$ cat src/cmtps_consts.vh
`ifndef CMTPS_CONSTS_VH
`define CMTPS_CONSTS_VH
`define CMTPS_DATA_W       48
`define CMTPS_ADDR_W       12
`define CMTPS_GROUPS       6
`define CMTPS_REG_CTRL     3'h0
`define CMTPS_REG_INFO_LO  3'h1
`define CMTPS_REG_INFO_HI  3'h2
`define CMTPS_REG_STATUS   3'h3
`define CMTPS_REG_ADDR     3'h4
`define CMTPS_CTRL_RST     32'h0000_2040
`define CMTPS_CB_UNIFORM   0
`define CMTPS_CB_MANUAL    1
`define CMTPS_CB_WORST     2
`define CMTPS_CB_SINGLE    3
`define CMTPS_CB_STOP_ERR  4
`define CMTPS_CB_STOP_FIN  5
`define CMTPS_CB_WORD_TRUE 6
`define CMTPS_CB_BITC_LO   7
`define CMTPS_CB_BITC_HI   12
`define CMTPS_CB_COUNT     13
`define CMTPS_CB_MAN_WR    14
`define CMTPS_SB_ERR       20
`define CMTPS_PH_IDLE      2'h0
`define CMTPS_PH_ONE       2'h1
`define CMTPS_PH_SAMPLE    2'h2
`define CMTPS_PH_END       2'h3
`define CMTPS_CHK_BIT_A    2
`define CMTPS_CHK_BIT_B    8
`define CMTPS_ODD_PARITY   1'b1
`endif

$ cat src/cmtps_core.v
// Notes on behaviour
// - read cycle compares, restores, address held
// - write cycle writes pattern, address then advances
// - each address visited twice per two-cycle pass
// - worst-case select gives four cycles per address
// - second cycle writes complement, address held
// - third cycle reads against complement, address held
// - fourth cycle writes true pattern, address advances
// - fill stops at last address, counter three
// - uniform automatic: same word everywhere, word-complement
// - uniform automatic uses same two/four sequencing
// - manual mode writes info word with parity
// - manual ignores worst-case; writes or reads repeat
// - manual writes never clear the info word
// - manual reads clear info unless error stopped
// - stop-on-error halts cycles on read fault: parity in manual, data compare in auto
// - start record set at count three, enables advance
// - button latch plus synchroniser: one-pulse start
// - trigger needs start pulse, sixth phase, count zero
// - single mode: flag set, counter forced zero
// - each later press runs one cycle, clears flag
// - continuous: count three two pulses, then restart
// - write flag toggles each cycle for auto patterns
// - checker bit is xor of address bits 2, 8
// - worst-case flag spans second and third cycles
//
// The placing of the registers and the Wishbone interface to the registers were decided locally.
`include "cmtps_consts.vh"
`timescale 1ns/1ps
`default_nettype none
module cmtps_core (
  input  wire                       clk_i,
  input  wire                       rst_i,
  input  wire                       wb_cyc_i,
  input  wire                       wb_stb_i,
  input  wire                       wb_we_i,
  input  wire [4:0]                 wb_adr_i,
  input  wire [3:0]                 wb_sel_i,
  input  wire [31:0]                wb_dat_i,
  output reg  [31:0]                wb_dat_o,
  output reg                        wb_ack_o,
  input  wire                       start_button_level_i,
  input  wire                       start_gating_qualifier_i,
  input  wire                       sixth_clock_phase_i,
  input  wire [`CMTPS_DATA_W-1:0]   mem_rdata_i,
  input  wire                       mem_rparity_i,
  output reg                        mem_start_o,
  output reg                        mem_write_o,
  output reg  [`CMTPS_ADDR_W-1:0]   mem_addr_o,
  output reg  [`CMTPS_DATA_W-1:0]   mem_wdata_o,
  output reg                        mem_wparity_o,
  output wire                       busy_o
);

  function [31:0] merge;
    input [31:0] old_v;
    input [31:0] new_v;
    input [3:0]  sel;
    integer      k;
    begin
      merge = old_v;
      for (k = 0; k < 4; k = k + 1)
        if (sel[k])
          merge[k*8 +: 8] = new_v[k*8 +: 8];
    end
  endfunction

  function parity;
    input [`CMTPS_DATA_W-1:0] w;
    begin
      parity = (^w) ^ `CMTPS_ODD_PARITY;
    end
  endfunction

  function [`CMTPS_ADDR_W-1:0] next_addr;
    input [`CMTPS_ADDR_W-1:0] cur;
    input                     step;
    begin
      if (step)
        next_addr = cur + 1'b1;
      else
        next_addr = cur;
    end
  endfunction

  function [31:0] status_word;
    input                     err;
    input                     adv;
    input                     wcf;
    input                     wrf;
    input                     srf;
    input                     ehf;
    input [1:0]               phv;
    input [`CMTPS_ADDR_W-1:0] adr;
    begin
      status_word                    = 32'h0000_0000;
      status_word[`CMTPS_ADDR_W-1:0] = adr;
      status_word[13:12]             = phv;
      status_word[14]                = ehf;
      status_word[15]                = srf;
      status_word[16]                = wrf;
      status_word[17]                = wcf;
      status_word[18]                = adv;
      status_word[19]                = err;
    end
  endfunction

  reg  [31:0]               ctrl_q;
  reg  [`CMTPS_DATA_W-1:0]  info_hold_register_q;
  reg  [`CMTPS_ADDR_W-1:0]  word_address_counter_q;
  reg  [1:0]                cycle_phase_counter_q;
  reg                       end_hold_q;
  reg                       start_record_flag_q;
  reg                       write_cycle_flag_q;
  reg                       worst_case_flag_q;
  reg                       advance_pending_q;
  reg                       error_q;
  reg                       start_latch_out_q;
  reg                       sync1_q;
  reg                       sync2_q;
  reg                       sync2_prev_q;
  reg                       start_pulse_level_q;

  wire        uniform_sel   = ctrl_q[`CMTPS_CB_UNIFORM];
  wire        manual_mode   = uniform_sel & ctrl_q[`CMTPS_CB_MANUAL];
  wire        worst_sel     = ctrl_q[`CMTPS_CB_WORST] & ~manual_mode;
  wire        single_sel    = ctrl_q[`CMTPS_CB_SINGLE];
  wire        stop_err_sel  = ctrl_q[`CMTPS_CB_STOP_ERR];
  wire        stop_fin_sel  = ctrl_q[`CMTPS_CB_STOP_FIN];
  wire        word_true     = ctrl_q[`CMTPS_CB_WORD_TRUE];
  wire [5:0]  bit_comp      = ctrl_q[`CMTPS_CB_BITC_HI:`CMTPS_CB_BITC_LO];
  wire        count_en      = ctrl_q[`CMTPS_CB_COUNT];
  wire        man_wr        = ctrl_q[`CMTPS_CB_MAN_WR];

  wire [1:0]  ph            = cycle_phase_counter_q;
  wire        phase_low_bit = ph[0];
  wire        phase_high_bit = ph[1];
  wire        stopped_err   = stop_err_sel & error_q;
  wire        last_addr     = &word_address_counter_q;
  wire        final_stop    = stop_fin_sel & last_addr &
                              (manual_mode | (write_cycle_flag_q & ~worst_case_flag_q));
  wire        continue_enable = ~single_sel & ~stopped_err & ~final_stop;
  // one-clock start pulse, sixth phase and both counter bits clear
  wire        trig_idle     = start_pulse_level_q & sixth_clock_phase_i &
                              ~phase_low_bit & ~phase_high_bit;
  wire        at_end        = (ph == `CMTPS_PH_END) & ~end_hold_q;
  wire        trig_cont     = (ph == `CMTPS_PH_END) & end_hold_q;
  wire        cycle_start   = trig_idle | trig_cont;
  wire        write_now     = manual_mode ? man_wr : write_cycle_flag_q;
  // address step taken at the start of the next cycle
  wire        addr_step     = cycle_start & start_record_flag_q &
                              advance_pending_q & count_en;
  wire [`CMTPS_ADDR_W-1:0] addr_d = next_addr(word_address_counter_q, addr_step);

  // pattern generation
  reg  [`CMTPS_DATA_W-1:0]  pattern;
  reg                       base_bit;
  integer                   i;
  always @*
  begin
    base_bit = uniform_sel ? 1'b1 :
               (word_address_counter_q[`CMTPS_CHK_BIT_A] ^
                word_address_counter_q[`CMTPS_CHK_BIT_B]);
    base_bit = base_bit ^ ~word_true ^ worst_case_flag_q;
    for (i = 0; i < `CMTPS_DATA_W; i = i + 1)
      pattern[i] = base_bit ^ bit_comp[i % `CMTPS_GROUPS];
  end

  wire read_fault = manual_mode ? (parity(mem_rdata_i) != mem_rparity_i) :
                                  (mem_rdata_i != pattern);

  // start button latch and synchroniser
  always @(posedge clk_i)
  begin
    if (rst_i)
    begin
      start_latch_out_q   <= 1'b0;
      sync1_q             <= 1'b0;
      sync2_q             <= 1'b0;
      sync2_prev_q        <= 1'b0;
      start_pulse_level_q <= 1'b0;
    end
    else
    begin
      start_latch_out_q   <= start_button_level_i;
      sync1_q             <= start_latch_out_q & start_gating_qualifier_i;
      sync2_q             <= sync1_q;
      sync2_prev_q        <= sync2_q;
      start_pulse_level_q <= sync2_q & ~sync2_prev_q;
    end
  end

  // cycle sequencer
  always @(posedge clk_i)
  begin
    if (rst_i)
    begin
      cycle_phase_counter_q  <= `CMTPS_PH_IDLE;
      end_hold_q             <= 1'b0;
      start_record_flag_q    <= 1'b0;
      write_cycle_flag_q     <= 1'b0;
      worst_case_flag_q      <= 1'b0;
      advance_pending_q      <= 1'b0;
      word_address_counter_q <= {`CMTPS_ADDR_W{1'b0}};
      mem_start_o            <= 1'b0;
    end
    else
    begin
      mem_start_o <= cycle_start;
      if (!worst_sel && !cycle_start && ph == `CMTPS_PH_IDLE)
        worst_case_flag_q <= 1'b0;
      if (manual_mode)
        write_cycle_flag_q <= man_wr;
      if (cycle_start)
      begin
        cycle_phase_counter_q <= `CMTPS_PH_ONE;
        end_hold_q            <= 1'b0;
        start_record_flag_q   <= 1'b0;
        if (start_record_flag_q && advance_pending_q)
        begin
          advance_pending_q <= 1'b0;
          if (count_en)
            word_address_counter_q <= addr_d;
        end
      end
      else if (ph == `CMTPS_PH_ONE || ph == `CMTPS_PH_SAMPLE)
        cycle_phase_counter_q <= ph + 2'h1;
      else if (at_end)
      begin
        start_record_flag_q <= 1'b1;
        if (continue_enable)
          end_hold_q <= 1'b1;
        else
          cycle_phase_counter_q <= `CMTPS_PH_IDLE;
        if (manual_mode)
          advance_pending_q <= 1'b1;
        else if (write_cycle_flag_q && !worst_case_flag_q)
          advance_pending_q <= 1'b1;
        if (!manual_mode)
        begin
          write_cycle_flag_q <= ~write_cycle_flag_q;
          if (worst_sel && !write_cycle_flag_q)
            worst_case_flag_q <= ~worst_case_flag_q;
        end
      end
      else if (wb_ack_o && wb_we_i && wb_adr_i[4:2] == `CMTPS_REG_ADDR &&
               ph == `CMTPS_PH_IDLE)
      begin
        word_address_counter_q <= wb_dat_i[`CMTPS_ADDR_W-1:0];
        advance_pending_q      <= 1'b0;
      end
    end
  end

  // info hold register, error flag, control register and bus slave
  wire bus_wr   = wb_cyc_i & wb_stb_i & wb_we_i & ~wb_ack_o;
  wire [2:0] ri = wb_adr_i[4:2];
  wire sample   = (ph == `CMTPS_PH_SAMPLE) & ~write_now;
  wire load_pat = (ph == `CMTPS_PH_ONE) & ~manual_mode & write_cycle_flag_q;
  wire clr_info = at_end & ~write_now & ~stopped_err;
  wire [31:0] info_hi32 = {{(64-`CMTPS_DATA_W){1'b0}},
                           info_hold_register_q[`CMTPS_DATA_W-1:32]};
  wire [31:0] hi_new    = merge(info_hi32, wb_dat_i, wb_sel_i);
  wire [31:0] lo_new    = merge(info_hold_register_q[31:0], wb_dat_i, wb_sel_i);

  always @(posedge clk_i)
  begin
    if (rst_i)
    begin
      ctrl_q               <= `CMTPS_CTRL_RST;
      info_hold_register_q <= {`CMTPS_DATA_W{1'b0}};
      error_q              <= 1'b0;
      wb_ack_o             <= 1'b0;
      wb_dat_o             <= 32'h0000_0000;
    end
    else
    begin
      wb_ack_o <= wb_cyc_i & wb_stb_i & ~wb_ack_o;
      if (bus_wr && ri == `CMTPS_REG_CTRL)
        ctrl_q <= merge(ctrl_q, wb_dat_i, wb_sel_i);
      if (sample)
        info_hold_register_q <= mem_rdata_i;
      else if (load_pat)
        info_hold_register_q <= pattern;
      else if (clr_info)
        info_hold_register_q <= {`CMTPS_DATA_W{1'b0}};
      else if (bus_wr && ri == `CMTPS_REG_INFO_LO)
        info_hold_register_q[31:0] <= lo_new;
      else if (bus_wr && ri == `CMTPS_REG_INFO_HI)
        info_hold_register_q[`CMTPS_DATA_W-1:32] <= hi_new[`CMTPS_DATA_W-33:0];
      if (sample && read_fault)
        error_q <= 1'b1;
      else if (clr_info)
        error_q <= 1'b0;
      else if (bus_wr && ri == `CMTPS_REG_STATUS && wb_sel_i[2] &&
               wb_dat_i[`CMTPS_SB_ERR])
        error_q <= 1'b0;
      case (ri)
        `CMTPS_REG_CTRL:    wb_dat_o <= ctrl_q;
        `CMTPS_REG_INFO_LO: wb_dat_o <= info_hold_register_q[31:0];
        `CMTPS_REG_INFO_HI: wb_dat_o <= info_hi32;
        `CMTPS_REG_STATUS:  wb_dat_o <= status_word(error_q, advance_pending_q,
                                                    worst_case_flag_q,
                                                    write_cycle_flag_q,
                                                    start_record_flag_q,
                                                    end_hold_q, ph,
                                                    word_address_counter_q);
        `CMTPS_REG_ADDR:    wb_dat_o <= {20'h0_0000, word_address_counter_q};
        default:            wb_dat_o <= 32'h0000_0000;
      endcase
    end
  end

  // memory side next values
  reg                       mem_write_d;
  reg  [`CMTPS_DATA_W-1:0]  mem_wdata_d;
  reg                       mem_wparity_d;
  always @*
  begin
    mem_write_d   = write_now;
    mem_wdata_d   = mem_rdata_i;
    mem_wparity_d = mem_rparity_i;
    if (write_now)
    begin
      mem_wdata_d   = info_hold_register_q;
      mem_wparity_d = parity(info_hold_register_q);
    end
  end

  // memory side outputs
  always @(posedge clk_i)
  begin
    if (rst_i)
    begin
      mem_write_o   <= 1'b0;
      mem_addr_o    <= {`CMTPS_ADDR_W{1'b0}};
      mem_wdata_o   <= {`CMTPS_DATA_W{1'b0}};
      mem_wparity_o <= `CMTPS_ODD_PARITY;
    end
    else
    begin
      mem_write_o   <= mem_write_d;
      mem_addr_o    <= addr_d;
      mem_wdata_o   <= mem_wdata_d;
      mem_wparity_o <= mem_wparity_d;
    end
  end

  assign busy_o = (ph != `CMTPS_PH_IDLE);

endmodule
`default_nettype wire

$ cat config.mk
export PLATFORM = sky130hd
export DESIGN_NAME = cmtps_core
export DESIGN_NICKNAME = d
export VERILOG_FILES = /design/src/cmtps_core.v
export VERILOG_INCLUDE_DIRS = /design/src
export SDC_FILE = /design/constraint.sdc
export NUM_CORES = 1
export LEC_CHECK = 0
export BUFFER_PORTS_ARGS = -buffer_cell sky130_fd_sc_hd__buf_2
export CAP_MARGIN = 30
export CORE_MARGIN = 3
export CORE_UTILIZATION = 35
export CTS_CLUSTER_DIAMETER = 200
export DETAILED_ROUTE_END_ITERATION = 10
export PLACE_DENSITY = 0.57
export SYNTH_ARGS = -nofsm -noshare
export SYNTH_HDL_FRONTEND = slang
export SYNTH_SLANG_ARGS = --single-unit
$ cat constraint.sdc
create_clock -name clk_i -period 2.35 [get_ports clk_i]
set_input_delay 0.1175 -clock clk_i [delete_from_list [all_inputs] [get_ports clk_i]]
set_output_delay 0.1175 -clock clk_i [all_outputs]
set_load 0.05 [all_outputs]
---- After elaboration in Yosys (flattened, before gate mapping) ----
Index checks and enable logic that the tools add are counted.
storage, ports and cells
  flip-flop bits (word level) ............. 201
  bits of input ports ..................... 98
  output and inout port bits .............. 97
  logic and storage cells ................. 205
cells by class
  add/subtract/negate cells ............... 2
  equality and inequality tests ........... 17
  muxes and demuxes ....................... 47
  bitwise operators ....................... 54
  reduce and logical (&&, ||, !) cells .... 54
operators with widths
  kind                     number
  $mux W48                 4
  $pmux W32 S5             1
  $reduce_xor A48 Y1       2
  $mux W12                 7
  $ne A48 B48 Y1           1
  $mux W16                 2
  $mux W32                 1
  $mux W8                  4
  $and A1 B1 Y1            27
  $mux W1                  25
  $reduce_bool A4 Y1       6
  $reduce_and A2 Y1        11
  $not A1 Y1               16
  $logic_and A1 B1 Y1      15
  $add A12 B1 Y12 const B  1
  $reduce_and A12 Y1       1
  $reduce_and A3 Y1        3
  $reduce_bool A3 Y1       3
  $xor A1 B1 Y1            9
  $eq A3 B2 Y1 const B     2
  $mux W2                  3
  $ne A2 B1 Y1 const B     3
  $reduce_bool A2 Y1       3
  $reduce_and A5 Y1        1
  other kinds (17)         23

---- Longest topological paths before layout ----
  depth after elaboration ................. 13
  depth in mapped cells ................... 10
  mapped depth without buffers ............ 9

---- Worst setup path after synthesis ----
No wires, ideal clock.
  path kind ............................... reg-to-reg
  from .................................... register wb_ack_o
  to ...................................... register word_address_counter_q[10]
  library setup time ...................... 0.128 ns
  arrival time ............................ 2.163 ns
  required time ........................... 2.222 ns
  slack ................................... 0.060 ns
  cell stages (with the launch flop) ...... 9
  buffers on the path ..................... 1
  period minus slack after synthesis ...... 2.290 ns
  cell sequence ........................... dfxtp_1 and4_1 nand2_1 nor4_1 or2_2 clkbuf_1 o21ai_0 a22oi_1 nor2_1
between the ends
  cells in the longest elaborated chain, start to end .. 5
RTL lines
  what                                                line              source
  from (decl)                                         cmtps_core.v:41   output reg wb_ack_o,
  from (signal assigned)                              cmtps_core.v:278  wb_ack_o <= wb_cyc_i & wb_stb_i & ~wb_ack_o;
  $logic_and A1 B1 Y1                                 cmtps_core.v:246  else if (wb_ack_o && wb_we_i && wb_adr_i[4:2] == `CMTPS_REG_ADDR &&
  $logic_and A1 B1 Y1 (no source line) (2 in series)  -
  $reduce_bool A2 Y1 (no source line)                 -
  $reduce_and A5 Y1 (no source line)                  -
  to (signal assigned)                                cmtps_core.v:204  word_address_counter_q <= {`CMTPS_ADDR_W{1'b0}};
  to (signal assigned)                                cmtps_core.v:223  word_address_counter_q <= addr_d;
  to (signal assigned)                                cmtps_core.v:249  word_address_counter_q <= wb_dat_i[`CMTPS_ADDR_W-1:0];
  to (decl)                                           cmtps_core.v:110  reg [`CMTPS_ADDR_W-1:0] word_address_counter_q;
Every way passes these cells.
A chain may end at the register's enable or synchronous reset.

---- Worst setup path in the final report ----
  from .................................... register ctrl_q[6]
  to ...................................... register error_q
between the ends
  cells in the longest elaborated chain, start to end .. 8
  elaborated cells on any way between the ends .. 14
  those cells by class .................... eq/ne (1); mux (2); bitwise (9); reduce/logical (2)
RTL lines
  what                                                                   line              source
  from (decl)                                                            cmtps_core.v:108  reg [31:0] ctrl_q;
  from (signal assigned)                                                 cmtps_core.v:270  ctrl_q <= `CMTPS_CTRL_RST;
  from (signal assigned)                                                 cmtps_core.v:280  ctrl_q <= merge(ctrl_q, wb_dat_i, wb_sel_i);
  $not A1 Y1 *                                                           cmtps_core.v:164  base_bit = base_bit ^ ~word_true ^ worst_case_flag_q;
  $xor A1 B1 Y1 * (2 in series)                                          cmtps_core.v:164
  $xor A1 B1 Y1                                                          cmtps_core.v:166  pattern[i] = base_bit ^ bit_comp[i % `CMTPS_GROUPS];
  $ne A48 B48 Y1 *                                                       cmtps_core.v:170  (mem_rdata_i != pattern);
  $mux W1 *                                                              cmtps_core.v:169  wire read_fault = manual_mode ? (parity(mem_rdata_i) != mem_rparity_i) :
  $logic_and A1 B1 Y1 *                                                  cmtps_core.v:291  if (sample && read_fault)
  $reduce_bool A3 Y1 (no source line) / $mux W1 (equally long branches)  -
  to (signal assigned)                                                   cmtps_core.v:292  error_q <= 1'b1;
  to (signal assigned)                                                   cmtps_core.v:294  error_q <= 1'b0;
  to (signal assigned)                                                   cmtps_core.v:297  error_q <= 1'b0;
  to (decl)                                                              cmtps_core.v:117  reg error_q;
Mark *: on every way between the ends. The rest lies on a longest branch, timed or not.

==> reports/qor.txt <==
Status -> completed
Sequential-to-total area share from yosys stat -> 0.386
Synthesized cell area -> 10400 um2
Area of the multi-input gates -> 6040 um2
Crit path DAT -> 2.71 ns
#FFs+latches synth -> 201
Top cell type's share of synthesized area -> 0.386
GRT overflow -> 0
Area Growth Syn to Fin -> 35.4%
Critical R2R Capture -> error_q
Internal power consumption -> 8.16 mW
Syn Inst Count -> 1287
Die area -> 31900 um2
Sinks on Clock Net -> 201
Chip height -> 179 um
R2R Path Start -> ctrl_q[6]
Setup violators final -> 0
Pre-antenna DRT Iters -> 7
Slew Viols, Final -> 0
Hold_sp -> wb_sel_i[3]
Skew-Pair Late Insertion Delay -> 0.52 ns
Gpl congestion -> 0.992
Number of global-route vias before repair -> 10500
Max-Cap Viols -> 0
Placed cell area -> 12400 um2
R2R cell count -> 8
Initial Util -> 0.359
Register area -> 4030 um2
Rel. slew slack -> 0.397
VDD IR max -> 0.561 mV
Yosys cell types -> 74
Worst slew pin tran -> 0.905 ns
Most frequent cell after synthesis -> dfxtp_1
Clk pwr share -> 0.286
Routed wire length -> 44800 um
Total core area -> 29000 um2
Top post-synthesis cells by area -> dfxtp_1 (39%), xnor2_1 (8.1%), nand2_1 (7.1%)
Final Skew -> 0.0111 ns
Finished Core Util -> 0.487
Commonest cells in the netlist -> dfxtp_1 (201), nand2_1 (198), a21oi_1 (146)
CTS Buf Count -> 23
End of the worst hold path -> ctrl_q[26]
CTS tree -> built
PwrDens -> 920 nW/um2
HP Class -> in -> reg
Hold Path Cell Cnt -> 3
Net Sw Frac -> 0.372
Final critical-path share of the clock period -> 0.984
Syn. warnings -> 0
Post-layout min period -> 2.31 ns
Power, Total -> 13.0 mW
Max Fanout on Critical Path -> 8
Nets -> 1713
FFs w/ async S/R, synth -> 0
GR Util All Layers -> 0.271
Synth Net Count -> 1390
Fmax -> 432 MHz
Most common flop cell mapped by yosys -> dfxtp_1
Clk pin slew, worst setup/hold paths -> 0.07 ns
Die X -> 179 um
Final Hold Viols -> 0
Reg2reg setup slack -> 0.04 ns
Antenna viol nets, final -> 0
Port Buffers -> 192
CTS Root Cell -> clkbuf_16
Synth area leader -> dfxtp_1
DR iter-0 viols -> 1341
CP endpoint kind -> register
Critical path class -> reg -> reg
DP Wirelength -> 33100 um
Largest net degree at the start of global routing -> 82
Startpoint Class -> register
DR WL/cell -> 22.3 um
Htree depth -> 1
Max clock buf depth -> 3
Via count -> 11100
Global-route wire length before repair -> 65200 um
Initial antenna violation count -> 1
P_sw -> 4.83 mW
Mapped Avg Cell Area -> 8.10 um2
Antenna diode count -> 0
CP required -> 2.74 ns
DRC viols -> 0
Number of synthesized flops with an enable pin -> 0
Fin area -> 14100 um2
Setup_tns -> 0 ns
Top Ports -> 195
Sequential fraction of design power -> 0.334
Cell Rows -> 62
Lkg Pwr -> 5.83 nW
Fillcell total -> 2939
RSZ-0062 raised after global routing -> yes
Logic pwr share -> 0.380
Share of cells above drive strength 1 -> 0.243
Vias per cell -> 5.51
[layout by cell type, fill, tap and decap left out, types with 40 or more instances in the layout]
master and count:
a211oi_1 40, a21oi_1 146, nor2_1 141, dfxtp_1 197
buf_4 105, nand2_1 198, nand3_1 44, dlygate4sd3_1 80
xnor2_1 96, buf_2 191
[cell families after synthesis]
| group | count (synthesis) | share of synthesized area |
|---|---|---|
| XOR/XNOR | 126 | 0.116 |
| AND/OR/NAND/NOR | 507 | 0.220 |
| AO/OA/AOI/OAI | 308 | 0.186 |
| multiplexers | 38 | 0.0425 |
| adder cells (fa/ha/maj) | 5 | 0.00600 |
| flip-flops | 201 | 0.386 |
| buffers and inverters | 102 | 0.0438 |
[metrics by stage]
stage / setup slack [ns] / instances / hold slack (ns)
after floorplan: 0.0596 / 1287 / 0.231
after global placement: -0.0713 / 1882 / 0.327
after detailed placement: -0.105 / 1882 / 0.340
after CTS: 0.00590 / 2002 / 0.000975
after global routing: -0.0524 / 2009 / 0.00822
final: 0.0377 / 2009 / 0.0106
[repair_timing]
item                                    CTS  global route
buffers inserted                          2             4
pin swaps                                 2             7
hold endpoints to repair                 82             2
endpoints found under the setup margin    9            21
gates resized for setup                   5            23
hold buffers                             78             2
gates cloned                              0             1
[worst max path at each step]
stage	slack, ns	to	start
5_1_grt	-0.05	error_q	word_address_counter_q[2]
6_report	0.04	error_q	ctrl_q[6]
3_3_place_gp	-0.07	error_q	worst_case_flag_q
2_1_floorplan	0.06	word_address_counter_q[10]	wb_ack_o
3_5_place_dp	-0.10	info_hold_register_q[4]	word_address_counter_q[2]
4_1_cts	0.006	error_q	ctrl_q[6]
[sequential cells by signal, summed over array words and instances, names as in the netlist, 2 cells and up]
name / count
ctrl_q: 32
mem_wdata_o: 48
cycle_phase_counter_q: 2
mem_addr_o: 12
wb_dat_o: 32
word_address_counter_q: 12
info_hold_register_q: 48
[final cells by class]
class	instances	area share
clock buffer	32	0.0474
sequential	201	0.285
multi-input combinational	984	0.428
clock inverter	8	0.00700
timing repair buffer	388	0.195
inverter	12	0.00319
tap	384	0.0340
[critical path, stage by stage (launching register included)]
cell       delay [ns]
dfxtp_2          0.33
buf_12           0.14
xor2_4           0.28
nand3_2          0.15
a2111oi_4        0.30
o21ai_1          0.09
or4_4            0.49
o41ai_2          0.34
a21oi_1          0.07
[routing by layer]
metal  part of all wire  wire length (um)  track usage  up-vias
met4              0.027              1200       0.0727        0
li1                   -                 -            -     5131
met5                  0                 0            0        -
met1               0.42             19000        0.373     5307
met3              0.097              4360       0.0521       82
met2               0.45             20200        0.435      552
[power groups by stage]
| stage | Combinational (mW) | Sequential [mW] | Clock (mW) |
|---|---|---|---|
| floorplan | 3.22 | 4.45 | 0 |
| global placement | 4.70 | 4.40 | 0 |
| detailed placement | 4.74 | 4.40 | 0 |
| CTS | 4.85 | 4.32 | 3.76 |
| global route | 5.32 | 4.36 | 3.90 |
| finish | 4.94 | 4.34 | 3.71 |
Note: power is estimated with default switching activity, not from simulation.
